<file path="src/logic/lcm_params.svh">
// constants for the control-mode pin decoder and its small register file
// assumes inclusion by bare name from the design file
`ifndef LCM_PARAMS_SVH
`define LCM_PARAMS_SVH
`define LCM_OFS_MASK_FIRST 6'h13
`define LCM_OFS_MASK_SECOND 6'h14
`define LCM_OFS_STAT_FIRST 6'h18
`define LCM_OFS_STAT_SECOND 6'h19
`define LCM_OFS_GLOBAL_CFG 6'h20
`define LCM_CFG_BIT_GMASK 0
`define LCM_CFG_BIT_IRQ_POL 1
`define LCM_CFG_RESET 8'h01
`define LCM_MASK_RESET 8'hFF
`define LCM_STAT_RESET 8'h00
`define LCM_MODE_HW 2'h0
`define LCM_MODE_SERIAL 2'h1
`define LCM_MODE_PAR_A 2'h2
`define LCM_MODE_PAR_B 2'h3
`endif

</file>
<file path="src/logic/lcm_pkg.sv">
// types for the control-mode pin decoder
// assumes lcm_params.svh is visible on the include path
package lcm_pkg;
   typedef enum logic [3:0] {
      LCM_IF_HW = 4'h1,
      LCM_IF_SERIAL = 4'h2,
      LCM_IF_PAR_A = 4'h4,
      LCM_IF_PAR_B = 4'h8
   } lcm_if_e;
   typedef enum logic [1:0] {
      LCM_FMT_SINGLE_HDB3 = 2'h0,
      LCM_FMT_SINGLE_AMI = 2'h1,
      LCM_FMT_DUAL_CDR = 2'h2,
      LCM_FMT_SLICER = 2'h3
   } lcm_fmt_e;
   typedef enum logic [1:0] {
      LCM_LB_NONE = 2'h0,
      LCM_LB_ANALOG = 2'h1,
      LCM_LB_DIGITAL = 2'h2,
      LCM_LB_REMOTE = 2'h3
   } lcm_lb_e;
endpackage

</file>
<file path="src/logic/lcm_top.sv">
// control-mode pin decoder, host access gate, interrupt masking and status
// assumes pins are static straps synchronous to i_mclk; the line datapath is outside
`timescale 1ns/1ps
`default_nettype none
`include "lcm_params.svh"

// Behaviour
// - two select pins choose hardware, serial, parallel style A or style B control
// - hardware mode: edge pin low gives rising data update, high gives falling
// - hardware mode: format pins pick HDB3, AMI, dual rail CDR or slicer
// - hardware mode: loopback pins pick none, analog, digital or remote
// - inband loopback is never offered in hardware mode
// - host accesses answered only while active-low select is low
// - parallel port: select, 6-bit address, 8-bit data, strobe, direction, interrupt
// - all interrupt sources merge onto one interrupt output
// - global mask bit at one suppresses the interrupt output
// - two per-source mask registers at 13H and 14H
// - pending sources readable in status registers at 18H and 19H
// - interrupt output is push-pull with selectable active level
// - recovered clock carries data out on the edge chosen by the edge pin in hardware mode, on the rising edge in software modes
module lcm_top (
   // clock and reset
   input wire logic i_mclk,
   input wire logic i_rst,
   // strap pins
   input wire logic [1:0] i_if_select,
   input wire logic i_recv_clock_edge_select,
   input wire logic [1:0] i_line_format_select,
   input wire logic [1:0] i_ch1_loopback_select,
   // host port
   input wire logic i_cs_n,
   input wire logic [5:0] i_addr,
   input wire logic [7:0] i_wdata,
   input wire logic i_strobe_or_read,
   input wire logic i_dir_or_write,
   // interrupt sources, one-cycle pulses
   input wire logic [15:0] i_irq_event,
   // decoded configuration
   output logic [3:0] o_if_mode,
   output logic o_rx_falling_edge,
   output logic [1:0] o_line_format,
   output logic [1:0] o_ch1_loopback,
   output logic o_inband_lb_allowed,
   // host read data
   output logic [7:0] o_rdata,
   output logic o_rdata_oe,
   // interrupt pin
   output logic o_irq
);
   // --------------------------------------------------
   // strap decode
   // --------------------------------------------------
   function automatic lcm_pkg::lcm_if_e dec_mode(input logic [1:0] sel);
      case (sel)
         `LCM_MODE_HW: dec_mode = lcm_pkg::LCM_IF_HW;
         `LCM_MODE_SERIAL: dec_mode = lcm_pkg::LCM_IF_SERIAL;
         `LCM_MODE_PAR_A: dec_mode = lcm_pkg::LCM_IF_PAR_A;
         default: dec_mode = lcm_pkg::LCM_IF_PAR_B;
      endcase
   endfunction

   lcm_pkg::lcm_if_e if_mode;
   lcm_pkg::lcm_if_e next_if_mode;
   logic rx_falling_edge;
   logic next_rx_falling_edge;
   logic [1:0] line_format;
   logic [1:0] next_line_format;
   logic [1:0] ch1_loopback;
   logic [1:0] next_ch1_loopback;
   logic inband_ok;
   logic next_inband_ok;

   always_comb begin
      next_if_mode = dec_mode(i_if_select);
      if (next_if_mode == lcm_pkg::LCM_IF_HW) begin
         // in software modes the edge pin is grounded and ignored
         next_rx_falling_edge = i_recv_clock_edge_select;
         next_line_format = i_line_format_select;
         next_ch1_loopback = i_ch1_loopback_select;
         next_inband_ok = 1'b0;
      end else begin
         next_rx_falling_edge = 1'b0;
         next_line_format = lcm_pkg::LCM_FMT_SINGLE_HDB3;
         next_ch1_loopback = lcm_pkg::LCM_LB_NONE;
         next_inband_ok = 1'b1;
      end
   end

   always_ff @(posedge i_mclk or posedge i_rst) begin
      if (i_rst) begin
         if_mode <= lcm_pkg::LCM_IF_HW;
         rx_falling_edge <= 1'b0;
         line_format <= 2'h0;
         ch1_loopback <= 2'h0;
         inband_ok <= 1'b0;
      end else begin
         // straps are held stable by the board, so no filtering is spent here
         if_mode <= next_if_mode;
         rx_falling_edge <= next_rx_falling_edge;
         line_format <= next_line_format;
         ch1_loopback <= next_ch1_loopback;
         inband_ok <= next_inband_ok;
      end
   end

   // --------------------------------------------------
   // host register access
   // --------------------------------------------------
   logic host_en;
   logic wr_req;
   logic rd_req;
   assign host_en = (if_mode != lcm_pkg::LCM_IF_HW) && !i_cs_n;
   assign wr_req = host_en && i_strobe_or_read && !i_dir_or_write;
   assign rd_req = host_en && i_strobe_or_read && i_dir_or_write;

   logic [7:0] mask_first;
   logic [7:0] mask_second;
   logic [7:0] stat_first;
   logic [7:0] stat_second;
   logic [7:0] cfg;
   logic [7:0] next_mask_first;
   logic [7:0] next_mask_second;
   logic [7:0] next_stat_first;
   logic [7:0] next_stat_second;
   logic [7:0] next_cfg;
   logic [7:0] rdata;
   logic [7:0] next_rdata;
   logic rdata_oe;
   logic next_rdata_oe;

   always_comb begin
      next_mask_first = mask_first;
      next_mask_second = mask_second;
      next_cfg = cfg;
      // writing one to a status bit clears it; a new event in that cycle wins
      next_stat_first = stat_first;
      next_stat_second = stat_second;
      if (wr_req) begin
         case (i_addr)
            `LCM_OFS_MASK_FIRST: next_mask_first = i_wdata;
            `LCM_OFS_MASK_SECOND: next_mask_second = i_wdata;
            `LCM_OFS_STAT_FIRST: next_stat_first = stat_first & ~i_wdata;
            `LCM_OFS_STAT_SECOND: next_stat_second = stat_second & ~i_wdata;
            `LCM_OFS_GLOBAL_CFG: next_cfg = {6'h00, i_wdata[1:0]};
            default: next_cfg = cfg;
         endcase
      end
      next_stat_first = next_stat_first | i_irq_event[7:0];
      next_stat_second = next_stat_second | i_irq_event[15:8];
      next_rdata_oe = rd_req;
      case (i_addr)
         `LCM_OFS_MASK_FIRST: next_rdata = mask_first;
         `LCM_OFS_MASK_SECOND: next_rdata = mask_second;
         `LCM_OFS_STAT_FIRST: next_rdata = stat_first;
         `LCM_OFS_STAT_SECOND: next_rdata = stat_second;
         `LCM_OFS_GLOBAL_CFG: next_rdata = cfg;
         default: next_rdata = 8'h00;
      endcase
      if (!rd_req) begin
         next_rdata = 8'h00;
      end
   end

   always_ff @(posedge i_mclk or posedge i_rst) begin
      if (i_rst) begin
         mask_first <= `LCM_MASK_RESET;
         mask_second <= `LCM_MASK_RESET;
         stat_first <= `LCM_STAT_RESET;
         stat_second <= `LCM_STAT_RESET;
         cfg <= `LCM_CFG_RESET;
         rdata <= 8'h00;
         rdata_oe <= 1'b0;
      end else begin
         mask_first <= next_mask_first;
         mask_second <= next_mask_second;
         stat_first <= next_stat_first;
         stat_second <= next_stat_second;
         cfg <= next_cfg;
         rdata <= next_rdata;
         rdata_oe <= next_rdata_oe;
      end
   end

   // --------------------------------------------------
   // interrupt output
   // --------------------------------------------------
   logic irq_any;
   logic irq;
   logic next_irq;
   assign irq_any = |(stat_first & ~mask_first) | |(stat_second & ~mask_second);

   always_comb begin
      // pin is push-pull; the level is inverted when active-low is chosen
      next_irq = (irq_any && !cfg[`LCM_CFG_BIT_GMASK]) ^ !cfg[`LCM_CFG_BIT_IRQ_POL];
   end

   always_ff @(posedge i_mclk or posedge i_rst) begin
      if (i_rst) begin
         irq <= 1'b1;
      end else begin
         irq <= next_irq;
      end
   end

   assign o_if_mode = if_mode;
   assign o_rx_falling_edge = rx_falling_edge;
   assign o_line_format = line_format;
   assign o_ch1_loopback = ch1_loopback;
   assign o_inband_lb_allowed = inband_ok;
   assign o_rdata = rdata;
   assign o_rdata_oe = rdata_oe;
   assign o_irq = irq;
endmodule
`default_nettype wire

</file>
<file path="config.mk">
export PLATFORM = sky130hd
export DESIGN_NAME = lcm_top
export DESIGN_NICKNAME = d
export VERILOG_FILES = /design/src/logic/lcm_pkg.sv /design/src/logic/lcm_top.sv
export VERILOG_INCLUDE_DIRS = /design/src /design/src/logic
export SDC_FILE = /design/constraint.sdc
export NUM_CORES = 1
export LEC_CHECK = 0
export BUFFER_PORTS_ARGS = -buffer_cell sky130_fd_sc_hd__clkbuf_2
export CAP_MARGIN = 20
export CORE_ASPECT_RATIO = 1.2
export CORE_MARGIN = 2
export CORE_UTILIZATION = 35
export CTS_CLUSTER_DIAMETER = 60
export DETAILED_ROUTE_END_ITERATION = 10
export PLACE_DENSITY = 0.65
export SLEW_MARGIN = 20
export SYNTH_ARGS = -nofsm -noshare
export SYNTH_HDL_FRONTEND = slang
export SYNTH_SLANG_ARGS = --single-unit
</file>
<file path="constraint.sdc">
create_clock -name i_mclk -period 3 [get_ports i_mclk]
set_input_delay 0.6 -clock i_mclk [delete_from_list [all_inputs] [get_ports i_mclk]]
set_output_delay 0.6 -clock i_mclk [all_outputs]
set_load 0.05 [all_outputs]
</file>
# Word-level counts from Yosys, hierarchy flattened
# Index checks and enable logic that the tools add are counted.
[totals]
register_bits = 54
out_inout_bits = 20
wordCells = 59
[classes]
n_eq_ne = 9
mux = 11
bitwise_logic = 11
n_reduce_logical = 15
[ops]
columns = ["operator", "n"]
rows = [
  ["$mux 8", 5],
  ["$pmux 8 s5", 1],
  ["$and 8x8->8", 4],
  ["$eq 6x5->1 const B", 4],
  ["$not 8->8", 3],
  ["$or 8x8->8", 2],
  ["$reduce_or 8->1", 2],
  ["$pmux 4 s3", 1],
  ["$eq 6x6->1 const B", 1],
  ["$reduce_and 2->1", 3],
  ["$logic_and 1x1->1", 5],
  ["$eq 4x1->1 const B", 1],
  ["$logic_not 1->1", 4],
  ["$mux 2", 2],
  ["$ne 4x1->1 const B", 1],
  ["$eq 2x1->1 const B", 1],
  ["$eq 2x2->1 const B", 1],
  ["$logic_not 2->1", 1],
  ["$mux 1", 2],
  ["$or 1x1->1", 1],
  ["$xor 1x1->1", 1],
]

# Logic depth before layout (Yosys ltp)
[logic_depth]
ltp_word = 6
mapped_depth = 7
mapped_depth_nobuf = 5

# Worst setup path after synthesis
# Ideal clock, no wire load.
[synth_path]
path_kind = "input port to flip-flop"
start = "input port i_addr[0]"
end = "register mask_second[0]"
arrival_time_ns = 1.915
required_time_ns = 2.918
setup_slack_ns = 1.003
cell_stages = 5
n_path_buf = 1
cell_sequence = "or2_1 > buf_6 > nor4b_4 > nand2_4 > mux2_4"
[synth_between]
elab_chain_cells = 2
[synth_rtl]
columns = ["element", "line", "text"]
rows = [
  ["start: declaration", "lcm_top.sv:32", "input wire logic [5:0] i_addr,"],
  ["$eq 6x5->1", "lcm_top.sv:139", "case (i_addr)"],
  ["$reduce_and 2->1 (no line)", "-", ""],
  ["end signal: assignment", "lcm_top.sv:167", "mask_second <= `LCM_MASK_RESET;"],
  ["end signal: assignment", "lcm_top.sv:175", "mask_second <= next_mask_second;"],
  ["end: declaration", "lcm_top.sv:117", "logic [7:0] mask_second;"],
]
# No other way between the ends.
# A chain may end at the register's enable or synchronous reset.

# Worst setup path after layout
[layout_path]
start = "input port i_addr[5]"
end = "register rdata[0], in the netlist o_rdata[0]"
[layout_between]
elab_chain_cells = 3
word_cells_on_any_way = 7
cone_classes = "5 x eq/ne; 2 x mux"
[layout_rtl]
columns = ["element", "line", "text"]
rows = [
  ["$eq 6x6->1 / $eq 6x5->1 (equally long branches)", "lcm_top.sv:151", "case (i_addr)"],
  ["$pmux 8 s5 *", "lcm_top.sv:151", ""],
  ["$mux 8 *", "lcm_top.sv:159", "if (!rd_req) begin"],
  ["net next_rdata[0]", "lcm_top.sv:127", "logic [7:0] next_rdata;"],
  ["end signal: assignment", "lcm_top.sv:179", "rdata <= next_rdata;"],
  ["end: declaration", "lcm_top.sv:126", "logic [7:0] rdata;"],
]
# The timed path passes the listed nets; every way through them passes the cells marked *.

==> results.yml <==
finish:
  antenna_cells: 0
  nets: 304
  fill_cells: 611
  fin_cells: 348
  area_delta_synth_final_pct: 22.46
  layout-drive-gt1-share_pct: 44.87
timing:
  drv_slew: 0
  fin_skew_ns: 0.006335
  worst_pin_slew_ns: 0.6764
  period_minus_slack_ns: 1.973
  setup_viol: 0
  max_freq_mhz: 506.7
  fin_crit_sh_pct: 65.78
  slew_headroom_pct: 54.91
  setup_tns_ns: 0
  timing.final.hold_violations: 0
  rsz0062_at_grt: "no"
flow_run:
  drv_cap: 0
yosys:
  synth_nets: 234
  synth_top_area_cell: "dfrtp_1"
  ys.warnings.count: 0
  synth.top_cell.area_share_pct: 36.73
  synth_cells: 192
  seq_area_frac_synth_pct: 57.66
  netlist_area_um2: 2385
  ys_ff_latch: 54
  yosysUniqueCellTypes: 36
  avgSynthCellArea_um2: 12.42
  synth_area_leaders: "dfrtp_1 (37%), dfstp_2 (21%), a21o_1 (5.0%)"
clocking:
  cts_buffer_depth: 2
  worstSkewPairLatency_ns: 0.31
  cts_tree: "done"
  clk_pin_slew_ns: 0.09
  cts_resized: 0
  htree_levels: 2
  cts_setup_buffers: 0
  cts_hold_buf: 0
  cts_num_sinks: 54
  numCtsBuffers: 5
  cts_root_buf: "clkbuf_8"
critical_path:
  cp.arrival_ns: 2.20
  worstPathMaxFanout: 10
  setup.worst_path.class: "in -> reg"
  startpoint_type: "primary input"
  required_ns: 3.23
  worstSetupEndpointType: "register"
run_status:
  status: "complete, no violations"
worst_hold_path:
  hold_class: "in -> async"
route:
  ant_nets: 0
  routed_wirelength_um: 5343
  num_vias: 1719
  drc_errors: 0
  vias_per_cell: 4.940
  wire_per_inst_um: 15.35
  drtPass1Iterations: 4
  first_iter_violations: 95
floorplanning:
  core_um2: 6526
  start_util_pct: 36.54
  boundaryPins: 62
  num_rows: 32
  die-area_um2: 7492
  die_y_um: 94.42
  die_x_um: 79.35
grt:
  grt_pass1_wl_um: 8611
  grt_antenna_before_repair: 0
  grt_usage_pct: 15.05
  grt_overflow: 0
  grt_pass1_vias: 1800
  grt_max_degree: 55
pwr:
  p_sw_uw: 326.4
  comb_power_share_pct: 9.0
  clkPwrFrac_pct: 36.3
  leakage_nw: 1.335
  p_int_mw: 1.077
  switching_share_pct: 23.26
  irDropWorstVdd_mv: 0.1868
  power_frac_seq_pct: 54.7
  p_per_area_nw_per_um2: 480.6
place:
  io_buffers: 61
  place.gp.congestion: 0.7857
  placed_cells: 340
  dp_hpwl_um: 3784
-- per-stage QoR --
step | setup WS (ns) | instance area [µm²] | utilization, % | hold slack, ns | total power [mW]
finish | 1.027 | 2920 | 44.75 | 0.4402 | 1.404
global route | 0.8854 | 2920 | 44.75 | 0.4610 | 1.450
CTS | 1.007 | 2920 | 44.75 | 0.4562 | 1.414
detailed placement | 0.6912 | 2804 | 42.96 | 0.4514 | 0.9091
global placement | 0.6034 | 2799 | 42.89 | 0.4475 | 0.9075
floorplan | 1.003 | 2385 | - | 0.4291 | 0.8529
-- worst max-delay path, stage by stage --
cell and delay (ns):
clkbuf_2 0.09, nand2b_1 0.23, nor4_4 0.61, o31ai_1 0.29, buf_2 0.23, a31oi_1 0.16
-- cell type report --
cell class	count	area, µm²	share of cell area, %
flip-flops and latches	54	1375	47.09
multi-input cells	120	925.9	31.71
repair buffers	66	340.3	11.65
well taps	85	106.4	3.642
clock buffers	7	86.33	2.956
inverters	15	56.30	1.928
clock inverters	1	30.03	1.028
-- registers in the layout (all words and copies together), names as in the netlist, 2 cells and up --
register,cells
o_ch1_loopback,2
o_line_format,2
o_rdata,8
mask_first,8
o_if_mode,4
cfg,2
stat_first,8
mask_second,8
stat_second,8
-- cells by family after synthesis --
kind of cell / share of synthesized area, %
flops: 57.66
simple gates: 13.69
compound gates: 14.59
xor+xnor: 0.3673
buf+inv: 3.515
mux: 10.18
-- per-layer routing --
metal | global-route usage (%) | vias up | part of all wire (%)
li1 | - | 822 | -
met1 | 18.15 | 846 | 43
met2 | 25.92 | 41 | 51
met3 | 2.868 | 10 | 3.5
met4 | 7.040 | 0 | 2.7
met5 | 0 | - | 0
-- cells in the final DEF (no fill, tap or decap), types with 2 or more instances in the layout --
master and count:
a221oi_1 2, a21o_1 16, mux2_2 10, dfstp_2 19, and2_1 8, nand2_1 20, clkbuf_8 6, nand2b_1 5
o22ai_1 4, inv_1 14, nor2_1 2, nor2b_1 2, mux2_4 8, dfrtp_1 35, a22oi_1 16, a21oi_1 6
buf_4 4, clkbuf_2 61, a31oi_1 3
-- worst paths after layout --
path / from / endpoint / slack [ns] / cells past startpoint
worst max-delay path: i_addr[5] / o_rdata[0] / 1.03 / 6
worst min-delay path: i_rst / o_rdata_oe / 0.44 / 3
worst max register to register: o_if_mode[0] / mask_first[0] / 1.07 / 4
worst min register to register: cfg[1] / o_irq / 0.46 / 1
max in group asynchronous: i_rst / o_rdata[1] / 2.11 / 3
min in group i_mclk: i_irq_event[10] / stat_second[2] / 0.46 / 2
-- power groups by stage --
| stage | logic, mW | registers, mW | clock network, mW |
|---|---|---|---|
| 3_5_place_dp | 0.129 | 0.780 | 0 |
| 5_1_grt | 0.139 | 0.770 | 0.541 |
| 2_1_floorplan | 0.0471 | 0.806 | 0 |
| 3_3_place_gp | 0.127 | 0.780 | 0 |
| 4_1_cts | 0.129 | 0.767 | 0.517 |
| 6_report | 0.127 | 0.767 | 0.510 |
-- cells in the mapped netlist, drive strengths merged --
| cell | number |
|---|---|
| mux2i | 1 |
| nand2b | 5 |
| or4b | 1 |
| nor3 | 1 |
| o22ai | 4 |
| nand4bb | 1 |
| dfrtp | 35 |
| dfstp | 19 |
| a31oi | 3 |
| nor4b | 1 |
| o31ai | 1 |
| a22oi | 16 |
| a21o | 16 |
| nor2b | 2 |
| inv | 15 |
| and2 | 8 |
| buf | 3 |
| xnor2 | 1 |
| a21oi | 6 |
| and4b | 1 |
| and4bb | 1 |
| mux2 | 18 |
| nor2 | 3 |
| nor4 | 2 |
| o2111ai | 1 |
| a221oi | 2 |
| nand2 | 22 |
| nor3b | 2 |
| or2 | 1 |
Note: power is estimated with default switching activity, not from simulation.
